`src/design/bmc_pkg.sv`:
```
// Package: register map, field positions, reset values and timing for the mode control bank
`default_nettype none
package bmc_pkg;
  // APB byte addresses
  localparam logic [11:0] BMC_ADDR_CTRL   = 12'h000;  // basic_mode_control
  localparam logic [11:0] BMC_ADDR_STATUS = 12'h004;  // effective mode status
  // basic_mode_control field positions
  localparam int BMC_BIT_RESET    = 15;
  localparam int BMC_BIT_LOOPBACK = 14;
  localparam int BMC_BIT_SPEED    = 13;
  localparam int BMC_BIT_ANEG     = 12;
  localparam int BMC_BIT_PWRDN    = 11;
  localparam int BMC_BIT_ISOLATE  = 10;
  localparam int BMC_BIT_DUPLEX   = 8;
  // Status register field positions
  localparam int BMC_ST_SPEED100  = 0;
  localparam int BMC_ST_FULLDUP   = 1;
  localparam int BMC_ST_PWRDN     = 2;
  localparam int BMC_ST_ISOLATE   = 3;
  localparam int BMC_ST_LOOPBACK  = 4;
  localparam int BMC_ST_ANEG      = 5;
  localparam int BMC_ST_RESETTING = 6;
  // Software reset duration and loopback dead time
  localparam int BMC_CLK_MHZ          = 50;
  localparam int BMC_SWRST_NS         = 200;
  localparam int BMC_SWRST_CYC        = (BMC_SWRST_NS * BMC_CLK_MHZ + 999) / 1000;
  localparam int BMC_LPBK_DEAD_US     = 500;
  localparam int BMC_LPBK_DEAD_CYC    = BMC_LPBK_DEAD_US * BMC_CLK_MHZ;
  localparam logic [7:0] BMC_SWRST_LAST = 8'(BMC_SWRST_CYC - 1);
  localparam logic [7:0] BMC_CNT_RST    = 8'h00;
  localparam logic [31:0] BMC_RDATA_RST = 32'h0000_0000;
endpackage
`default_nettype wire

```
`src/design/bmc_ctrl.sv`:
```
// Basic mode control register bank (bits 15..10, 8) with APB slave
`default_nettype none
module bmc_ctrl
  import bmc_pkg::*;
(
  input  wire logic        clk,               // 50 MHz clock
  input  wire logic        rst,               // Async reset, active high
  input  wire logic        psel,              // APB select
  input  wire logic        penable,           // APB enable
  input  wire logic        pwrite,            // APB direction
  input  wire logic [11:0] paddr,             // APB byte address
  input  wire logic [31:0] pwdata,            // APB write data
  output logic             pready,            // APB ready
  output logic      [31:0] prdata,            // APB read data
  output logic             pslverr,           // APB error
  input  wire logic        strap_aneg,        // Strap: aneg enable
  input  wire logic        strap_speed100,    // Strap: speed 100
  input  wire logic        strap_duplex,      // Strap: full duplex
  input  wire logic        fiber_mode_select, // Fiber mode enable
  input  wire logic        powerdown_pin_n,   // Power down pin, active low
  output logic             core_reset,        // Resets PHY core
  output logic             mii_loopback,      // Loop MII tx to rx
  output logic             speed_100,         // Effective speed 100 Mb/s
  output logic             full_duplex,       // Effective duplex
  output logic             aneg_active,       // Auto-negotiation on
  output logic             power_down,        // PHY power down
  output logic             mii_isolate        // MII isolated
);

  typedef struct packed {
    logic        swrst;
    logic [7:0]  cnt;
    logic        loadstrap;
    logic        lpbk;
    logic        speed;
    logic        aneg;
    logic        pwrdn;
    logic        iso;
    logic        duplex;
    logic        ready;
    logic [31:0] rdata;
    logic        err;
    logic        o_rst;
    logic        o_lpbk;
    logic        o_spd;
    logic        o_dup;
    logic        o_aneg;
    logic        o_pd;
    logic        o_iso;
  } bmc_state_t;

  bmc_state_t s_q, s_d;
  logic       acc;
  logic [15:0] ctrl_rd;
  logic [31:0] stat_rd;
  logic        eff_spd, eff_dup, eff_pd;

  assign acc = psel && penable && !s_q.ready;

  always_comb begin
    // Aneg on: forced speed and duplex bits are ignored
    eff_spd = s_q.aneg ? strap_speed100 : s_q.speed;
    eff_dup = s_q.aneg ? strap_duplex   : s_q.duplex;
    eff_pd  = s_q.pwrdn || !powerdown_pin_n;
    ctrl_rd = 16'h0000;
    ctrl_rd[BMC_BIT_RESET]    = s_q.swrst;
    ctrl_rd[BMC_BIT_LOOPBACK] = s_q.lpbk;
    ctrl_rd[BMC_BIT_SPEED]    = s_q.speed;
    ctrl_rd[BMC_BIT_ANEG]     = s_q.aneg;
    ctrl_rd[BMC_BIT_PWRDN]    = s_q.pwrdn;
    ctrl_rd[BMC_BIT_ISOLATE]  = s_q.iso;
    ctrl_rd[BMC_BIT_DUPLEX]   = s_q.duplex;
    stat_rd = 32'h0000_0000;
    stat_rd[BMC_ST_SPEED100]  = eff_spd;
    stat_rd[BMC_ST_FULLDUP]   = eff_dup;
    stat_rd[BMC_ST_PWRDN]     = eff_pd;
    stat_rd[BMC_ST_ISOLATE]   = s_q.iso;
    stat_rd[BMC_ST_LOOPBACK]  = s_q.lpbk;
    stat_rd[BMC_ST_ANEG]      = s_q.aneg;
    stat_rd[BMC_ST_RESETTING] = s_q.swrst;

    s_d = s_q;
    s_d.ready = acc;
    s_d.err   = 1'b0;
    s_d.rdata = BMC_RDATA_RST;
    s_d.loadstrap = 1'b0;
    // Reset sequence: hold core, then reload straps and clear on end
    // Runs before the bus decode so a restart write wins over the end
    if (s_q.swrst) begin
      if (s_q.cnt == BMC_SWRST_LAST) begin
        s_d.swrst     = 1'b0;
        s_d.loadstrap = 1'b1;
      end else begin
        s_d.cnt = s_q.cnt + 8'h01;
      end
    end
    if (acc) begin
      if (paddr == BMC_ADDR_CTRL) begin
        if (pwrite) begin
          s_d.lpbk   = pwdata[BMC_BIT_LOOPBACK];
          s_d.speed  = pwdata[BMC_BIT_SPEED];
          s_d.aneg   = pwdata[BMC_BIT_ANEG];
          s_d.pwrdn  = pwdata[BMC_BIT_PWRDN];
          s_d.iso    = pwdata[BMC_BIT_ISOLATE];
          s_d.duplex = pwdata[BMC_BIT_DUPLEX];
          if (pwdata[BMC_BIT_RESET]) begin
            s_d.swrst = 1'b1;
            s_d.cnt   = BMC_CNT_RST;
          end
        end else begin
          s_d.rdata = {16'h0000, ctrl_rd};
        end
      end else if (paddr == BMC_ADDR_STATUS) begin
        if (!pwrite) begin
          s_d.rdata = stat_rd;
        end
      end else begin
        s_d.err = 1'b1;
      end
    end
    if (s_q.loadstrap) begin
      s_d.lpbk   = 1'b0;
      s_d.pwrdn  = 1'b0;
      s_d.iso    = 1'b0;
      s_d.speed  = strap_speed100;
      s_d.duplex = strap_duplex;
      s_d.aneg   = strap_aneg && !fiber_mode_select;
    end
    // Pin assertion sets the bit; wins over a software clear
    if (!powerdown_pin_n) begin
      s_d.pwrdn = 1'b1;
    end
    s_d.o_rst  = s_d.swrst || s_d.loadstrap;
    s_d.o_lpbk = s_d.lpbk;
    s_d.o_aneg = s_d.aneg;
    s_d.o_spd  = s_d.aneg ? strap_speed100 : s_d.speed;
    s_d.o_dup  = s_d.aneg ? strap_duplex : s_d.duplex;
    s_d.o_pd   = s_d.pwrdn || !powerdown_pin_n;
    s_d.o_iso  = s_d.iso;
  end

  // Hardware reset loads straps through the same path one cycle later
  always_ff @(posedge clk or posedge rst) begin
    if (rst) begin
      s_q <= '0;
      s_q.loadstrap <= 1'b1;
      s_q.o_rst <= 1'b1;
    end else begin
      s_q <= s_d;
    end
  end

  assign pready       = s_q.ready;
  assign prdata       = s_q.rdata;
  assign pslverr      = s_q.err;
  assign core_reset   = s_q.o_rst;
  assign mii_loopback = s_q.o_lpbk;
  assign speed_100    = s_q.o_spd;
  assign full_duplex  = s_q.o_dup;
  assign aneg_active  = s_q.o_aneg;
  assign power_down   = s_q.o_pd;
  assign mii_isolate  = s_q.o_iso;

  property p_swrst_done;
    @(posedge clk) disable iff (rst)
    $rose(s_q.swrst) |-> ##9 s_q.swrst;
  endproperty
  a_swrst_done: assert property (p_swrst_done) else $error("soft reset length wrong");

  property p_strap_reload;
    @(posedge clk) disable iff (rst)
    s_q.loadstrap |=> s_q.aneg == ($past(strap_aneg) && !$past(fiber_mode_select));
  endproperty
  a_strap_reload: assert property (p_strap_reload) else $error("strap reload wrong");

  property p_fiber_aneg;
    @(posedge clk) disable iff (rst)
    s_q.loadstrap && fiber_mode_select |=> !s_q.aneg;
  endproperty
  a_fiber_aneg: assert property (p_fiber_aneg) else $error("fiber left aneg on");

  property p_lpbk_out;
    @(posedge clk) disable iff (rst)
    acc && pwrite && paddr == BMC_ADDR_CTRL && !s_q.loadstrap
      |=> mii_loopback == $past(pwdata[BMC_BIT_LOOPBACK]);
  endproperty
  a_lpbk_out: assert property (p_lpbk_out) else $error("loopback output wrong");

  property p_speed;
    @(posedge clk) disable iff (rst)
    !s_q.aneg && $stable(s_q.aneg) |-> speed_100 == s_q.speed;
  endproperty
  a_speed: assert property (p_speed) else $error("forced speed wrong");

  property p_aneg_ignore;
    @(posedge clk) disable iff (rst)
    s_q.aneg && $stable(s_q.aneg) && $stable(strap_duplex) |-> full_duplex == $past(strap_duplex);
  endproperty
  a_aneg_ignore: assert property (p_aneg_ignore) else $error("duplex not ignored");

  property p_pin_sets;
    @(posedge clk) disable iff (rst)
    !powerdown_pin_n |=> s_q.pwrdn && power_down;
  endproperty
  a_pin_sets: assert property (p_pin_sets) else $error("pin did not power down");

  property p_iso;
    @(posedge clk) disable iff (rst)
    acc && pwrite && paddr == BMC_ADDR_CTRL && !s_q.loadstrap
      |=> mii_isolate == $past(pwdata[BMC_BIT_ISOLATE]);
  endproperty
  a_iso: assert property (p_iso) else $error("isolate not applied");

  property p_clear13;
    @(posedge clk) disable iff (rst)
    s_q.loadstrap |=> !s_q.lpbk && !s_q.iso;
  endproperty
  a_clear13: assert property (p_clear13) else $error("reset left bits set");

  property p_swrst_end;
    @(posedge clk) disable iff (rst)
    s_q.swrst && s_q.cnt == BMC_SWRST_LAST && !acc |=> !s_q.swrst && s_q.loadstrap;
  endproperty
  a_swrst_end: assert property (p_swrst_end) else $error("soft reset did not end");

  property p_swrst_start;
    @(posedge clk) disable iff (rst)
    acc && pwrite && paddr == BMC_ADDR_CTRL && pwdata[BMC_BIT_RESET] |=> s_q.swrst;
  endproperty
  a_swrst_start: assert property (p_swrst_start) else $error("soft reset not started");

  property p_swrst_reads;
    @(posedge clk) disable iff (rst)
    acc && !pwrite && paddr == BMC_ADDR_CTRL && s_q.swrst |=> prdata[BMC_BIT_RESET];
  endproperty
  a_swrst_reads: assert property (p_swrst_reads) else $error("reset bit read as zero");

  property p_core_rst;
    @(posedge clk) disable iff (rst)
    s_q.swrst |=> core_reset;
  endproperty
  a_core_rst: assert property (p_core_rst) else $error("core not held in reset");

  property p_speed_strap;
    @(posedge clk) disable iff (rst)
    s_q.loadstrap |=> s_q.speed == $past(strap_speed100);
  endproperty
  a_speed_strap: assert property (p_speed_strap) else $error("speed strap not loaded");

  property p_dup_strap;
    @(posedge clk) disable iff (rst)
    s_q.loadstrap |=> s_q.duplex == $past(strap_duplex);
  endproperty
  a_dup_strap: assert property (p_dup_strap) else $error("duplex strap not loaded");

  property p_aneg_speed;
    @(posedge clk) disable iff (rst)
    s_q.aneg && $stable(s_q.aneg) |-> speed_100 == $past(strap_speed100);
  endproperty
  a_aneg_speed: assert property (p_aneg_speed) else $error("speed bit not ignored");

  property p_forced_dup;
    @(posedge clk) disable iff (rst)
    !s_q.aneg && $stable(s_q.aneg) |-> full_duplex == s_q.duplex;
  endproperty
  a_forced_dup: assert property (p_forced_dup) else $error("forced duplex wrong");

  property p_pwrdn_write;
    @(posedge clk) disable iff (rst)
    acc && pwrite && paddr == BMC_ADDR_CTRL && pwdata[BMC_BIT_PWRDN] && !s_q.loadstrap
      |=> power_down;
  endproperty
  a_pwrdn_write: assert property (p_pwrdn_write) else $error("power down bit ignored");

  property p_bus_alive;
    @(posedge clk) disable iff (rst)
    acc && power_down |=> pready;
  endproperty
  a_bus_alive: assert property (p_bus_alive) else $error("bus dead in power down");

  property p_pwrdn_clear;
    @(posedge clk) disable iff (rst)
    s_q.loadstrap && powerdown_pin_n |=> !s_q.pwrdn;
  endproperty
  a_pwrdn_clear: assert property (p_pwrdn_clear) else $error("power down not cleared");

  c_swrst: cover property (@(posedge clk) disable iff (rst) $fell(s_q.swrst));
  c_lpbk:  cover property (@(posedge clk) disable iff (rst) $rose(mii_loopback));
  c_pin:   cover property (@(posedge clk) disable iff (rst) $fell(powerdown_pin_n));
  c_err:   cover property (@(posedge clk) disable iff (rst) pslverr);
  c_fiber: cover property (@(posedge clk) disable iff (rst) s_q.loadstrap && fiber_mode_select);

endmodule
`default_nettype wire

```
`config.mk`:
```
export PLATFORM = sky130hd
export DESIGN_NAME = bmc_ctrl
export DESIGN_NICKNAME = d
export VERILOG_FILES = /design/src/design/bmc_pkg.sv /design/src/design/bmc_ctrl.sv
export SDC_FILE = /design/constraint.sdc
export NUM_CORES = 1
export LEC_CHECK = 0
export BUFFER_PORTS_ARGS = -buffer_cell sky130_fd_sc_hd__buf_2
export CAP_MARGIN = 20
export CORE_ASPECT_RATIO = 2
export CORE_MARGIN = 2
export CORE_UTILIZATION = 35
export DETAILED_ROUTE_END_ITERATION = 16
export GPL_ROUTABILITY_DRIVEN = 0
export PLACE_DENSITY = 0.64
export SYNTH_ARGS = -nofsm -noshare
export SYNTH_HDL_FRONTEND = slang
export SYNTH_SLANG_ARGS = --single-unit
```
`constraint.sdc`:
```
create_clock -name clk -period 4.6 [get_ports clk]
set_input_delay 0.23 -clock clk [delete_from_list [all_inputs] [get_ports clk]]
set_output_delay 0.23 -clock clk [all_outputs]
set_load 0.005 [all_outputs]
```
**Yosys cells after proc, flatten, opt, wreduce, memory -nomap -nowiden**

Index checks and enable logic that the tools add are counted.

- Order comparisons: 0
- Add/subtract/negate cells: 1
- Equality and inequality tests: 2
- Muxes and demuxes: 24
- Reduce and logical (&&, ||, !) cells: 14
- Shifts and indexed selects: 0
- Div/mod/pow operators: 0
- Bitwise logic cells: 0
- Multipliers: 0

Operators by type and width:

| kind | count |
|---|---|
| 9-bit two-way mux | 4 |
| 33-bit two-way mux | 1 |
| 32-bit two-way mux | 1 |
| 6-bit two-way mux | 4 |
| 16-bit two-way mux | 1 |
| 7-bit two-way mux | 2 |
| 12-bit by 3-bit == test with 1-bit output, second input constant | 1 |
| 12-bit logical NOT | 1 |
| 10-bit two-way mux | 1 |
| 1-bit two-way mux | 9 |
| 8-bit by 1-bit adder with 8-bit output, second input constant | 1 |
| 8-bit by 4-bit == test with 1-bit output, second input constant | 1 |
| 8-bit two-way mux | 1 |
| 2-bit nonzero test | 3 |
| 1-bit logical AND | 3 |
| 1-bit logical NOT | 3 |
| 1-bit logical OR | 3 |
| 3-bit AND reduction | 1 |

- Word-level logic and storage cells: 57
- Output and inout port bits: 41
- Input bits: 54
- Latch bits: 0
- Memories: 0
- Register bits: 54
- Bits in read-only memories: 0
- Memory bits (writable): 0

**Logic depth before layout (Yosys ltp)**

Gate-level depths: netlist of the first run.

- Depth in word-level cells: 8
- Gate-level depth with buffers: 7
- Mapped depth without buffers: 7

**Least setup slack after synthesis of the first run**

OpenSTA, ideal clock, no wires.

- Path type: reg-to-reg
- Start point: register s_q (netlist bit pready)
- End point: register s_q (netlist bit full_duplex)
- Data required time: 4477 ps
- Data arrival time: 1407 ps
- Stages on the path, launching flop included: 7
- Clock period less this slack: 1530 ps
- Setup slack: 3070 ps
- Buffers on the path: 1
- Setup time: 123 ps
- Cell sequence: dfrtp_1 -> and3b_1 -> nand4_4 -> nor2_2 -> buf_6 -> a211oi_2 -> o221a_1

RTL lines:

| what | RTL line | source |
|---|---|---|
| start, declared | bmc_ctrl.sv:52 | `bmc_state_t s_q, s_d;` |

==> impl_results.md, run 1 <==
* Flop2flop setup slack at 2.64 ns
* Most frequently used flop master after synthesis: dfrtp_1
* Post-route ant nets at 0
* Largest family of logic cells by synthesized area: simple AND/OR/NAND/NOR gates
* WS Path Type: reg2reg
* Synth warn at 0
* HP Class: in2async
* Status: finished, final reports clean
* Area grow syn2layout at 13.2%
* Detailed router's first-iteration violation count at 9
* PostCTS Resize Cnt at 0
* Fillers at 481
* Setup Buffers After CTS at 0
* Yosys cell types at 36
* Post-synthesis compound-gate area fraction at 0.0487
* Clock-pin slew on the worst setup and hold paths at 0.07 ns
* Row cnt at 36
* Required time worst endpoint at 4.77 ns
* Synth top area share at 0.472
* Setup_tns at 0 ns
* Initial antenna violation count at 0
* Commonest non-fill, non-tap cell in the layout: buf_2
* Routed via count at 1,158
* Storage element area at 878 sq um
* Slew @ Worst Pin at 0.595 ns
* Crit path DAT at 2.13 ns
* Worst slack, placed at 2.59 ns
* I/O Pins at 95
* Wirelength per Cell at 11.9 microns
* Yosys top cell by area: dfrtp_1
* #FFs+latches synth at 35
* Worst setup SP type: register
* MaxCap Viol Count at 0
* Post-Synth Adder-Cell Area at 0.0143
* Grt ovf at 0
* Commonest non-fill, non-tap cells in the layout: buf_2 (51), dfrtp_1 (33), conb_1 (18)
* Static Leak at 1.05 nW
* Highest net fanout along the worst path at 12
* Tcrit/Tclk final at 0.427
* Die Area at 5610 sq um
* Simple logic cell fraction of the synthesized area at 0.195
* Rel. slew slack at 0.603
* Placed wire-length estimate at 2.41 mm
* Placed Instances at 251
* Core ar. at 4820 sq um
* Die Wd at 54.0 microns
* CTS buffer count at 5
* Worst Skew at 0.00532 ns
* Post-synthesis mux area share at 0.0458
* DRC errors left at 0
* Largest net degree at the start of global routing at 36
* Syn_area_per_cell at 10.9 sq um
* Port Buffers at 51
* # setup viols final at 0
* Minimum clock period at 1.96 ns
* Setup crit end kind: register
* CTS H-tree depth at 2
* Seq/Total Area, Yosys at 0.503
* Pwr dens at 310 nW/um^2
* Max IR drop VDD at 0.000155 V
* DR pass1 iterations at 4
* Cts hold-fix bufs at 0
* # clock sinks at 35
* Vias per cell at 4.47
* Post-synthesis xor/xnor area fraction at 0.0351
* WHS at 0.0256 ns
* Clk_lat worst skew at 0.28 ns
* Die Height at 104 microns
* Slew Viols, Final at 0
* Final WS setup at 2.64 ns
* First-pass GRT wire length at 5.27 mm
* EDFF count, synth at 0
* Vias in the first global route at 1,145
* Post-Syn Instances at 160
* Fraction of registers with async set/reset at 1.00
* Clock Tree Root: clkbuf_8
* Ranking of synthesized cells by area: dfrtp_1 (47%), buf_4 (14%), mux2i_1 (4.6%)
* Layout Cells excl Fill at 259
* ANT cells at 0
* Final hold vios at 0
* Clock buffer depth at 2
* Fraction of layout cells with a size suffix above 1 at 0.337
* All-Layer GR Usage at 0.129
* F_max at 510 MHz
* Post-Route WL at 3.08 mm
* TritonCTS clock tree: yes
* Nets at 257
* Initial core utilization at 0.363
* Multi-input gate area at 659 sq um
* Synth Cell Area at 1750 sq um
* RSZ-0062 raised after global routing: false
==> critical path, stage by stage (launching register included) <==
cell and delay [ns]:
dfrtp_1 0.38, and3b_1 0.31, nand4_4 0.15, nor2_2 0.52, a211oi_2 0.20, o221a_1 0.29
==> layout make-up <==
class / instances / share of cell area
tap: 57 / 0.0361
sequential: 35 / 0.444
clock inverter: 1 / 0.00253
timing repair buffer: 52 / 0.133
multi-input combinational: 103 / 0.333
clock buffer: 7 / 0.0436
inverter: 4 / 0.00759
==> flip-flops by register name (all words and copies together) (netlist names) <==
| signal | cells |
|---|---|
| mii_loopback | 1 |
| aneg_active | 1 |
| pready | 1 |
| power_down | 1 |
| full_duplex | 1 |
| s_q | 9 |
| speed_100 | 1 |
| pslverr | 1 |
| mii_isolate | 1 |
| prdata | 14 |
| ctrl_rd | 3 |
| core_reset | 1 |
==> stage by stage <==
step / utilization / power (mW) / cell area (sq um)
2_1_floorplan: - / 0.377 / 1810
3_3_place_gp: 0.391 / 0.395 / 1890
3_5_place_dp: 0.391 / 0.396 / 1890
4_1_cts: 0.410 / 0.624 / 1980
5_1_grt: 0.410 / 0.646 / 1980
6_report: 0.410 / 0.614 / 1980
==> worst paths after layout <==
check / startpoint / to / depth (start not counted)
min reg2reg: mii_loopback / prdata[14] / 1
min: rst / mii_loopback / 3
max: pready / speed_100 / 5
max in group asynchronous: rst / core_reset / 3
min in group clk: powerdown_pin_n / prdata[2] / 2
max reg2reg: pready / speed_100 / 5
==> synth_stat cells, types with 2 or more instances <==
master and count:
xor2_1 4, nand2_1 10, mux2i_1 8, nor2_1 15, inv_1 4, o21ai_1 3, dfrtp_1 33, a21oi_1 4
nor4_1 2, o221a_1 2, nor4_4 2, nand2b_1 2, and2_1 6, dfstp_2 2, buf_4 32, nand4_1 2
xnor2_1 3, nor3_1 2, nand3_1 2, and3_1 4, or4_1 2, ha_1 2
==> per-layer routing <==
layer | global-route usage | up-vias | share of wire
met5 | 0 | - | 0
met4 | 0.0857 | 0 | 0.034
met3 | 0.0230 | 8 | 0.071
met2 | 0.215 | 51 | 0.53
met1 | 0.138 | 533 | 0.36
li1 | - | 566 | -
==> kinds of logic after synthesis <==
family | after synthesis
muxes | 8
xor gates and xnor gates | 7
other | 1
buffers and inverters | 39
DFF | 35
and+or+nand+nor | 56
adders and majority gates | 2
AOI/OAI and AO/OA | 12
==> power by group <==
group / internal (mW) / leakage [nW] / switching [mW]
registers: 0.318 / 0.454 / 0.00895
clock network: 0.121 / 0.0482 / 0.103
logic: 0.0302 / 0.546 / 0.0328
total: 0.469 / 1.05 / 0.145
Note: power is estimated with default switching activity, not from simulation.
==> run 2: changes to the inputs <==
==> constraint.sdc (replaced) <==
create_clock -name clk -period 2 [get_ports clk]
set_input_delay 0.1 -clock clk [delete_from_list [all_inputs] [get_ports clk]]
set_output_delay 0.1 -clock clk [all_outputs]
set_load 0.005 [all_outputs]
==> impl_results.md, run 2 (synthesized netlist as in run 1, its figures left out) <==
* Commonest non-fill, non-tap cells in the layout: buf_2 (51), dfrtp_1 (33), conb_1 (18)
* Setup_tns at 0 ns (unchanged)
* Clock buffer depth at 2 (unchanged)
* Sw frac at 0.229 (-0.00750)
* Worst Skew at 0.00434 ns (-0.000981 ns)
* DRC errors left at 0 (unchanged)
* Die Area at 5610 sq um (unchanged)
* CTS buffer count at 5 (unchanged)
* Area grow syn2layout at 14.6%
* Clock power share at 0.359 (-0.006)
* Max IR drop VDD at 0.000356 V (+130%)
* Status: finished, final reports clean
* Commonest non-fill, non-tap cell in the layout: buf_2
* Routed via count at 1,159 (+0.086%)
* CTS H-tree depth at 2 (unchanged)
* PostCTS Resize Cnt at 0 (unchanged)
* Nets at 260 (+1.2%)
* Crit path DAT at 1.87 ns (-0.26 ns)
* Vias per cell at 4.42 (-1.1%)
* Required time worst endpoint at 2.21 ns (-2.56 ns)
* WHS at 0.0204 ns (-0.00519 ns)
* Tcrit/Tclk final at 0.828 (+0.401)
* Row cnt at 36 (unchanged)
* I/O Pins at 95 (unchanged)
* Highest net fanout along the worst path at 6 (-6)
* Initial antenna violation count at 0 (unchanged)
* Die Height at 104 microns (unchanged)
* WS Path Type: reg2reg
* Post-route ant nets at 0 (unchanged)
* HP Class: in2reg
* Final WS setup at 0.344 ns (-2.29 ns)
* Grt ovf at 0 (unchanged)
* Internal Power at 1.08 mW (+130%)
* Clock Tree Root: clkbuf_8
* # clock sinks at 35 (unchanged)
* ANT cells at 0 (unchanged)
* Placed Instances at 253 (+0.80%)
* Core ar. at 4820 sq um (unchanged)
* Post-Route WL at 3.04 mm (-1.4%)
* Static Leak at 1.06 nW (+1.4%)
* Pwr dens at 699 nW/um^2 (+130%)
* TritonCTS clock tree: yes
* Minimum clock period at 1.66 ns (-0.306 ns)
* Layout Cells excl Fill at 262 (+1.2%)
* Setup Buffers After CTS at 0 (unchanged)
* Placed wire-length estimate at 2.41 mm (+0.23%)
* Slew Viols, Final at 0 (unchanged)
* RSZ-0062 raised after global routing: false
* Final hold vios at 0 (unchanged)
* Worst slack, placed at 0.344 ns (-2.24 ns)
* DR pass1 iterations at 4 (unchanged)
* Clock-pin slew on the worst setup and hold paths at 0.06 ns (about the same)
* Die Wd at 54.0 microns (unchanged)
* # setup viols final at 0 (unchanged)
* All-Layer GR Usage at 0.123 (-0.00534)
* Setup crit end kind: register
* Vias in the first global route at 1,173 (+2.4%)
* Port Buffers at 51 (unchanged)
* NetSw at 0.321 mW (+120%)
* Post-layout util at 0.416 (+0.00519)
* Largest net degree at the start of global routing at 36 (unchanged)
* Sequential Power Share at 0.538 (+0.005)
* Detailed router's first-iteration violation count at 11 (+2)
* Initial core utilization at 0.363 (unchanged)
* Max reg flops at 14 (unchanged)
* Worst setup SP type: register
* MaxCap Viol Count at 0 (unchanged)
* Clk_lat worst skew at 0.28 ns (about the same)
* Wirelength per Cell at 11.6 microns (-2.5%)
* Fraction of layout cells with a size suffix above 1 at 0.341 (+0.00483)
* F_max at 604 MHz (+18%)
* Combinational fraction of design power at 0.103 (about the same)
* First-pass GRT wire length at 5.05 mm (-4.2%)
## run 2: worst paths after layout
kind / from / end / slack, ns / depth (start not counted)
min in group asynchronous: rst / prdata[3] / 0.45 / 4
worst max-delay path: pready / full_duplex / 0.34 / 5
worst min register to register: mii_loopback / prdata[14] / 0.54 / 1
worst min-delay path: powerdown_pin_n / power_down / 0.02 / 2
max in group asynchronous: rst / core_reset / 1.20 / 4
worst max register to register: pready / full_duplex / 0.34 / 5
## run 2: repair_timing
item	CTS	global route
endpoints found under the setup margin	0	0
hold endpoints to repair	33	0
hold buffers	1	0
## run 2: routing by layer
metal,global-route usage,part of all wire,up-vias
met5,0,0,-
met4,0.0714,0.015,0
met3,0.0302,0.066,2
met2,0.206,0.55,50
met1,0.134,0.37,536
li1,-,-,571
## run 2: layout make-up
class | instances | area, sq um
fillers | 488 | 2820
repair buffers | 55 | 288
inverters | 4 | 15.0
clock buffers | 7 | 86.3
flip-flops and latches | 35 | 878
well taps | 57 | 71.3
multi-input cells | 103 | 659
clock inverters | 1 | 5.00
## run 2: per-stage QoR
step	cell area [sq um]	power [mW]
floorplan	1810	0.866
global placement	1900	0.908
detailed placement	1900	0.912
CTS	2000	1.43
global route	2000	1.48
finish	2000	1.40
## run 2: power by group through the flow
| stage | Combinational [mW] | Sequential [mW] | Clock [mW] |
|---|---|---|---|
| after floorplan | 0.108 | 0.758 | 0 |
| after global placement | 0.143 | 0.765 | 0 |
| after detailed placement | 0.144 | 0.767 | 0 |
| after CTS | 0.147 | 0.754 | 0.529 |
| after global routing | 0.165 | 0.757 | 0.554 |
| final | 0.144 | 0.754 | 0.502 |
## run 2: worst max-delay path, cell delays in order, from the launching register on
cell	delay, ns
dfrtp_1	0.37
and3b_1	0.31
nand4_4	0.15
o21a_1	0.22
a211oi_2	0.30
o221a_1	0.23
==> run 3: changes to the inputs <==
==> constraint.sdc (replaced) <==
create_clock -name clk -period 1.72 [get_ports clk]
set_input_delay 0.086 -clock clk [delete_from_list [all_inputs] [get_ports clk]]
set_output_delay 0.086 -clock clk [all_outputs]
set_load 0.005 [all_outputs]
==> impl_results.md, run 3 (synthesized netlist as in run 1, its figures left out) <==
* Placed wire-length estimate at 2.41 mm (about the same)
* Die Wd at 54.0 microns (unchanged)
* Final Cell Area at 2040 sq um (+1.9%)
* Die Area at 5610 sq um (unchanged)
* Highest net fanout along the worst path at 8 (+2)
* Detailed router's first-iteration violation count at 18 (+7)
* WS Path Type: reg2reg
* Required time worst endpoint at 1.88 ns (-0.33 ns)
* # clock sinks at 35 (unchanged)
* Clock buffer depth at 2 (unchanged)
* First-pass GRT wire length at 5.20 mm (+2.9%)
* Max Used Layer: met4
* Crit path DAT at 1.73 ns (-0.14 ns)
* Placed Instances at 255 (+0.79%)
* Post-route ant nets at 0 (unchanged)
* Layout Cells excl Fill at 265 (+1.1%)
* HP Class: in2reg
* I/O Pins at 95 (unchanged)
* CTS buffer count at 5 (unchanged)
* Fraction of layout cells with a size suffix above 1 at 0.351 (+0.00950)
* Status: finished, final reports clean
* Worst slack, placed at 0.0512 ns (-0.293 ns)
* DR pass1 iterations at 4 (unchanged)
* Setup crit end kind: register
* Static Leak at 1.08 nW (+1.6%)
* Critical Path Max Stage Delay at 0.39 ns (+0.02 ns)
* All-Layer GR Usage at 0.125 (+0.00172)
* Worst setup SP type: register
* Cells along the critical path: and3b_2 -> nand4_4 -> nor2_4 -> buf_4 -> or4_1 -> o221a_1
* Clk_lat worst skew at 0.28 ns (about the same)
* DRC errors left at 0 (unchanged)
* Routed via count at 1,174 (+1.3%)
* Nets at 263 (+1.2%)
* Met3 wire length at 231 microns (+16%)
* # setup viols final at 0 (unchanged)
* Commonest non-fill, non-tap cells in the layout: buf_2 (51), dfrtp_1 (33), conb_1 (18)
* Met1 Wirelength at 1.10 mm (-1.5%)
* Largest net degree at the start of global routing at 36 (unchanged)
* CTS H-tree depth at 2 (unchanged)
* Setup_tns at 0 ns (unchanged)
* Row cnt at 36 (unchanged)
* Delay-heaviest family, CP: simple AND/OR/NAND/NOR gates
* Max reg flops at 14 (unchanged)
* Pwr dens at 802 nW/um^2 (+15%)
* ANT cells at 0 (unchanged)
* WL met2 at 1.63 mm (-2.6%)
* Die Height at 104 microns (unchanged)
* Minimum clock period at 1.57 ns (-0.0831 ns)
* Core ar. at 4820 sq um (unchanged)
* Clock Tree Root: clkbuf_8
* Cell depth of the worst setup path at 6 (+1)
* Initial antenna violation count at 0 (unchanged)
* Final hold vios at 0 (unchanged)
* Post-DP Area at 1920 sq um (+0.79%)
* Grt ovf at 0 (unchanged)
* Initial core utilization at 0.363 (unchanged)
* Tcrit/Tclk final at 0.915 (+0.0865)
* Multi-input gate area at 673 sq um (+2.1%)
* Area grow syn2layout at 16.8%
* Slew Viols, Final at 0 (unchanged)
* Storage element area at 878 sq um (unchanged)
* Worst-case reg-to-reg path depth at 6 (+1)
* Vias in the first global route at 1,152 (-1.8%)
* MaxCap Viol Count at 0 (unchanged)
* F_max at 636 MHz (+5.3%)
* Fillers at 471 (-3.5%)
* Wirelength per Cell at 11.4 microns (-1.5%)
* Port Buffers at 51 (unchanged)
* Vias per cell at 4.43 (+0.15%)
* Final WS setup at 0.147 ns (-0.197 ns)
* RSZ-0062 raised after global routing: false
* TritonCTS clock tree: yes
* Post-layout util at 0.424 (+0.00805)
* CP bufs+invs at 1 (+1)
* Commonest non-fill, non-tap cell in the layout: buf_2
* Max IR drop VDD at 0.000464 V (+30%)
* Slowest CP cell: or4_1
* Worst Skew at 0.00278 ns (-0.00156 ns)
* Post-Route WL at 3.03 mm (-0.33%)
* Clock-pin slew on the worst setup and hold paths at 0.06 ns (about the same)
* Hold path cells at 2 (unchanged)
run 3: cell types whose count changed in the layout (fill, tap and decap cells not counted), sizes merged:
cell and change:
buf +2, dlygate4sd3 +1
run 3: final timing paths:
| check | end | slack [ns] | startpoint |
|---|---|---|---|
| max | speed_100 | 0.15 | pready |
| min | s_q[51] | 0.03 | pwdata[15] |
| max reg2reg | speed_100 | 0.15 | pready |
| min reg2reg | prdata[14] | 0.52 | mii_loopback |
| max in group asynchronous | core_reset | 0.96 | rst |
| min in group asynchronous | prdata[3] | 0.43 | rst |
run 3: power breakdown:
| group | switching [mW] | internal [mW] |
|---|---|---|
| Combinational | 0.0881 | 0.0854 |
| Sequential | 0.0245 | 0.851 |
| Clock | 0.267 | 0.322 |
| Total | 0.380 | 1.26 |
run 3: routing by layer:
| layer | vias up | global-route usage |
|---|---|---|
| li1 | 576 | - |
| met1 | 542 | 0.148 |
| met2 | 52 | 0.203 |
| met3 | 4 | 0.0273 |
| met4 | 0 | 0.0643 |
| met5 | - | 0 |
run 3: metrics by stage:
step | power (mW) | hold slack [ns]
after floorplan | 1.01 | 0.158
after global placement | 1.06 | 0.200
after detailed placement | 1.06 | 0.201
after CTS | 1.66 | 0.0202
after global routing | 1.73 | 0.0406
final | 1.64 | 0.0274
run 3: timing repair:
item | in CTS | in global routing
endpoints found under the setup margin | 0 | 8
hold buffers | 2 | 0
endpoints found under the hold margin | 34 | 0
gates resized for setup | 0 | 3
setup buffers | 0 | 0
run 3: final cells by class:
cell class	instances	share of cell area
Clock inverter	1	0.00245
Inverter	4	0.00735
Timing Repair Buffer	58	0.153
Sequential cell	35	0.430
Tap cell	57	0.0349
Clock buffer	7	0.0423
Multi-Input combinational cell	103	0.330
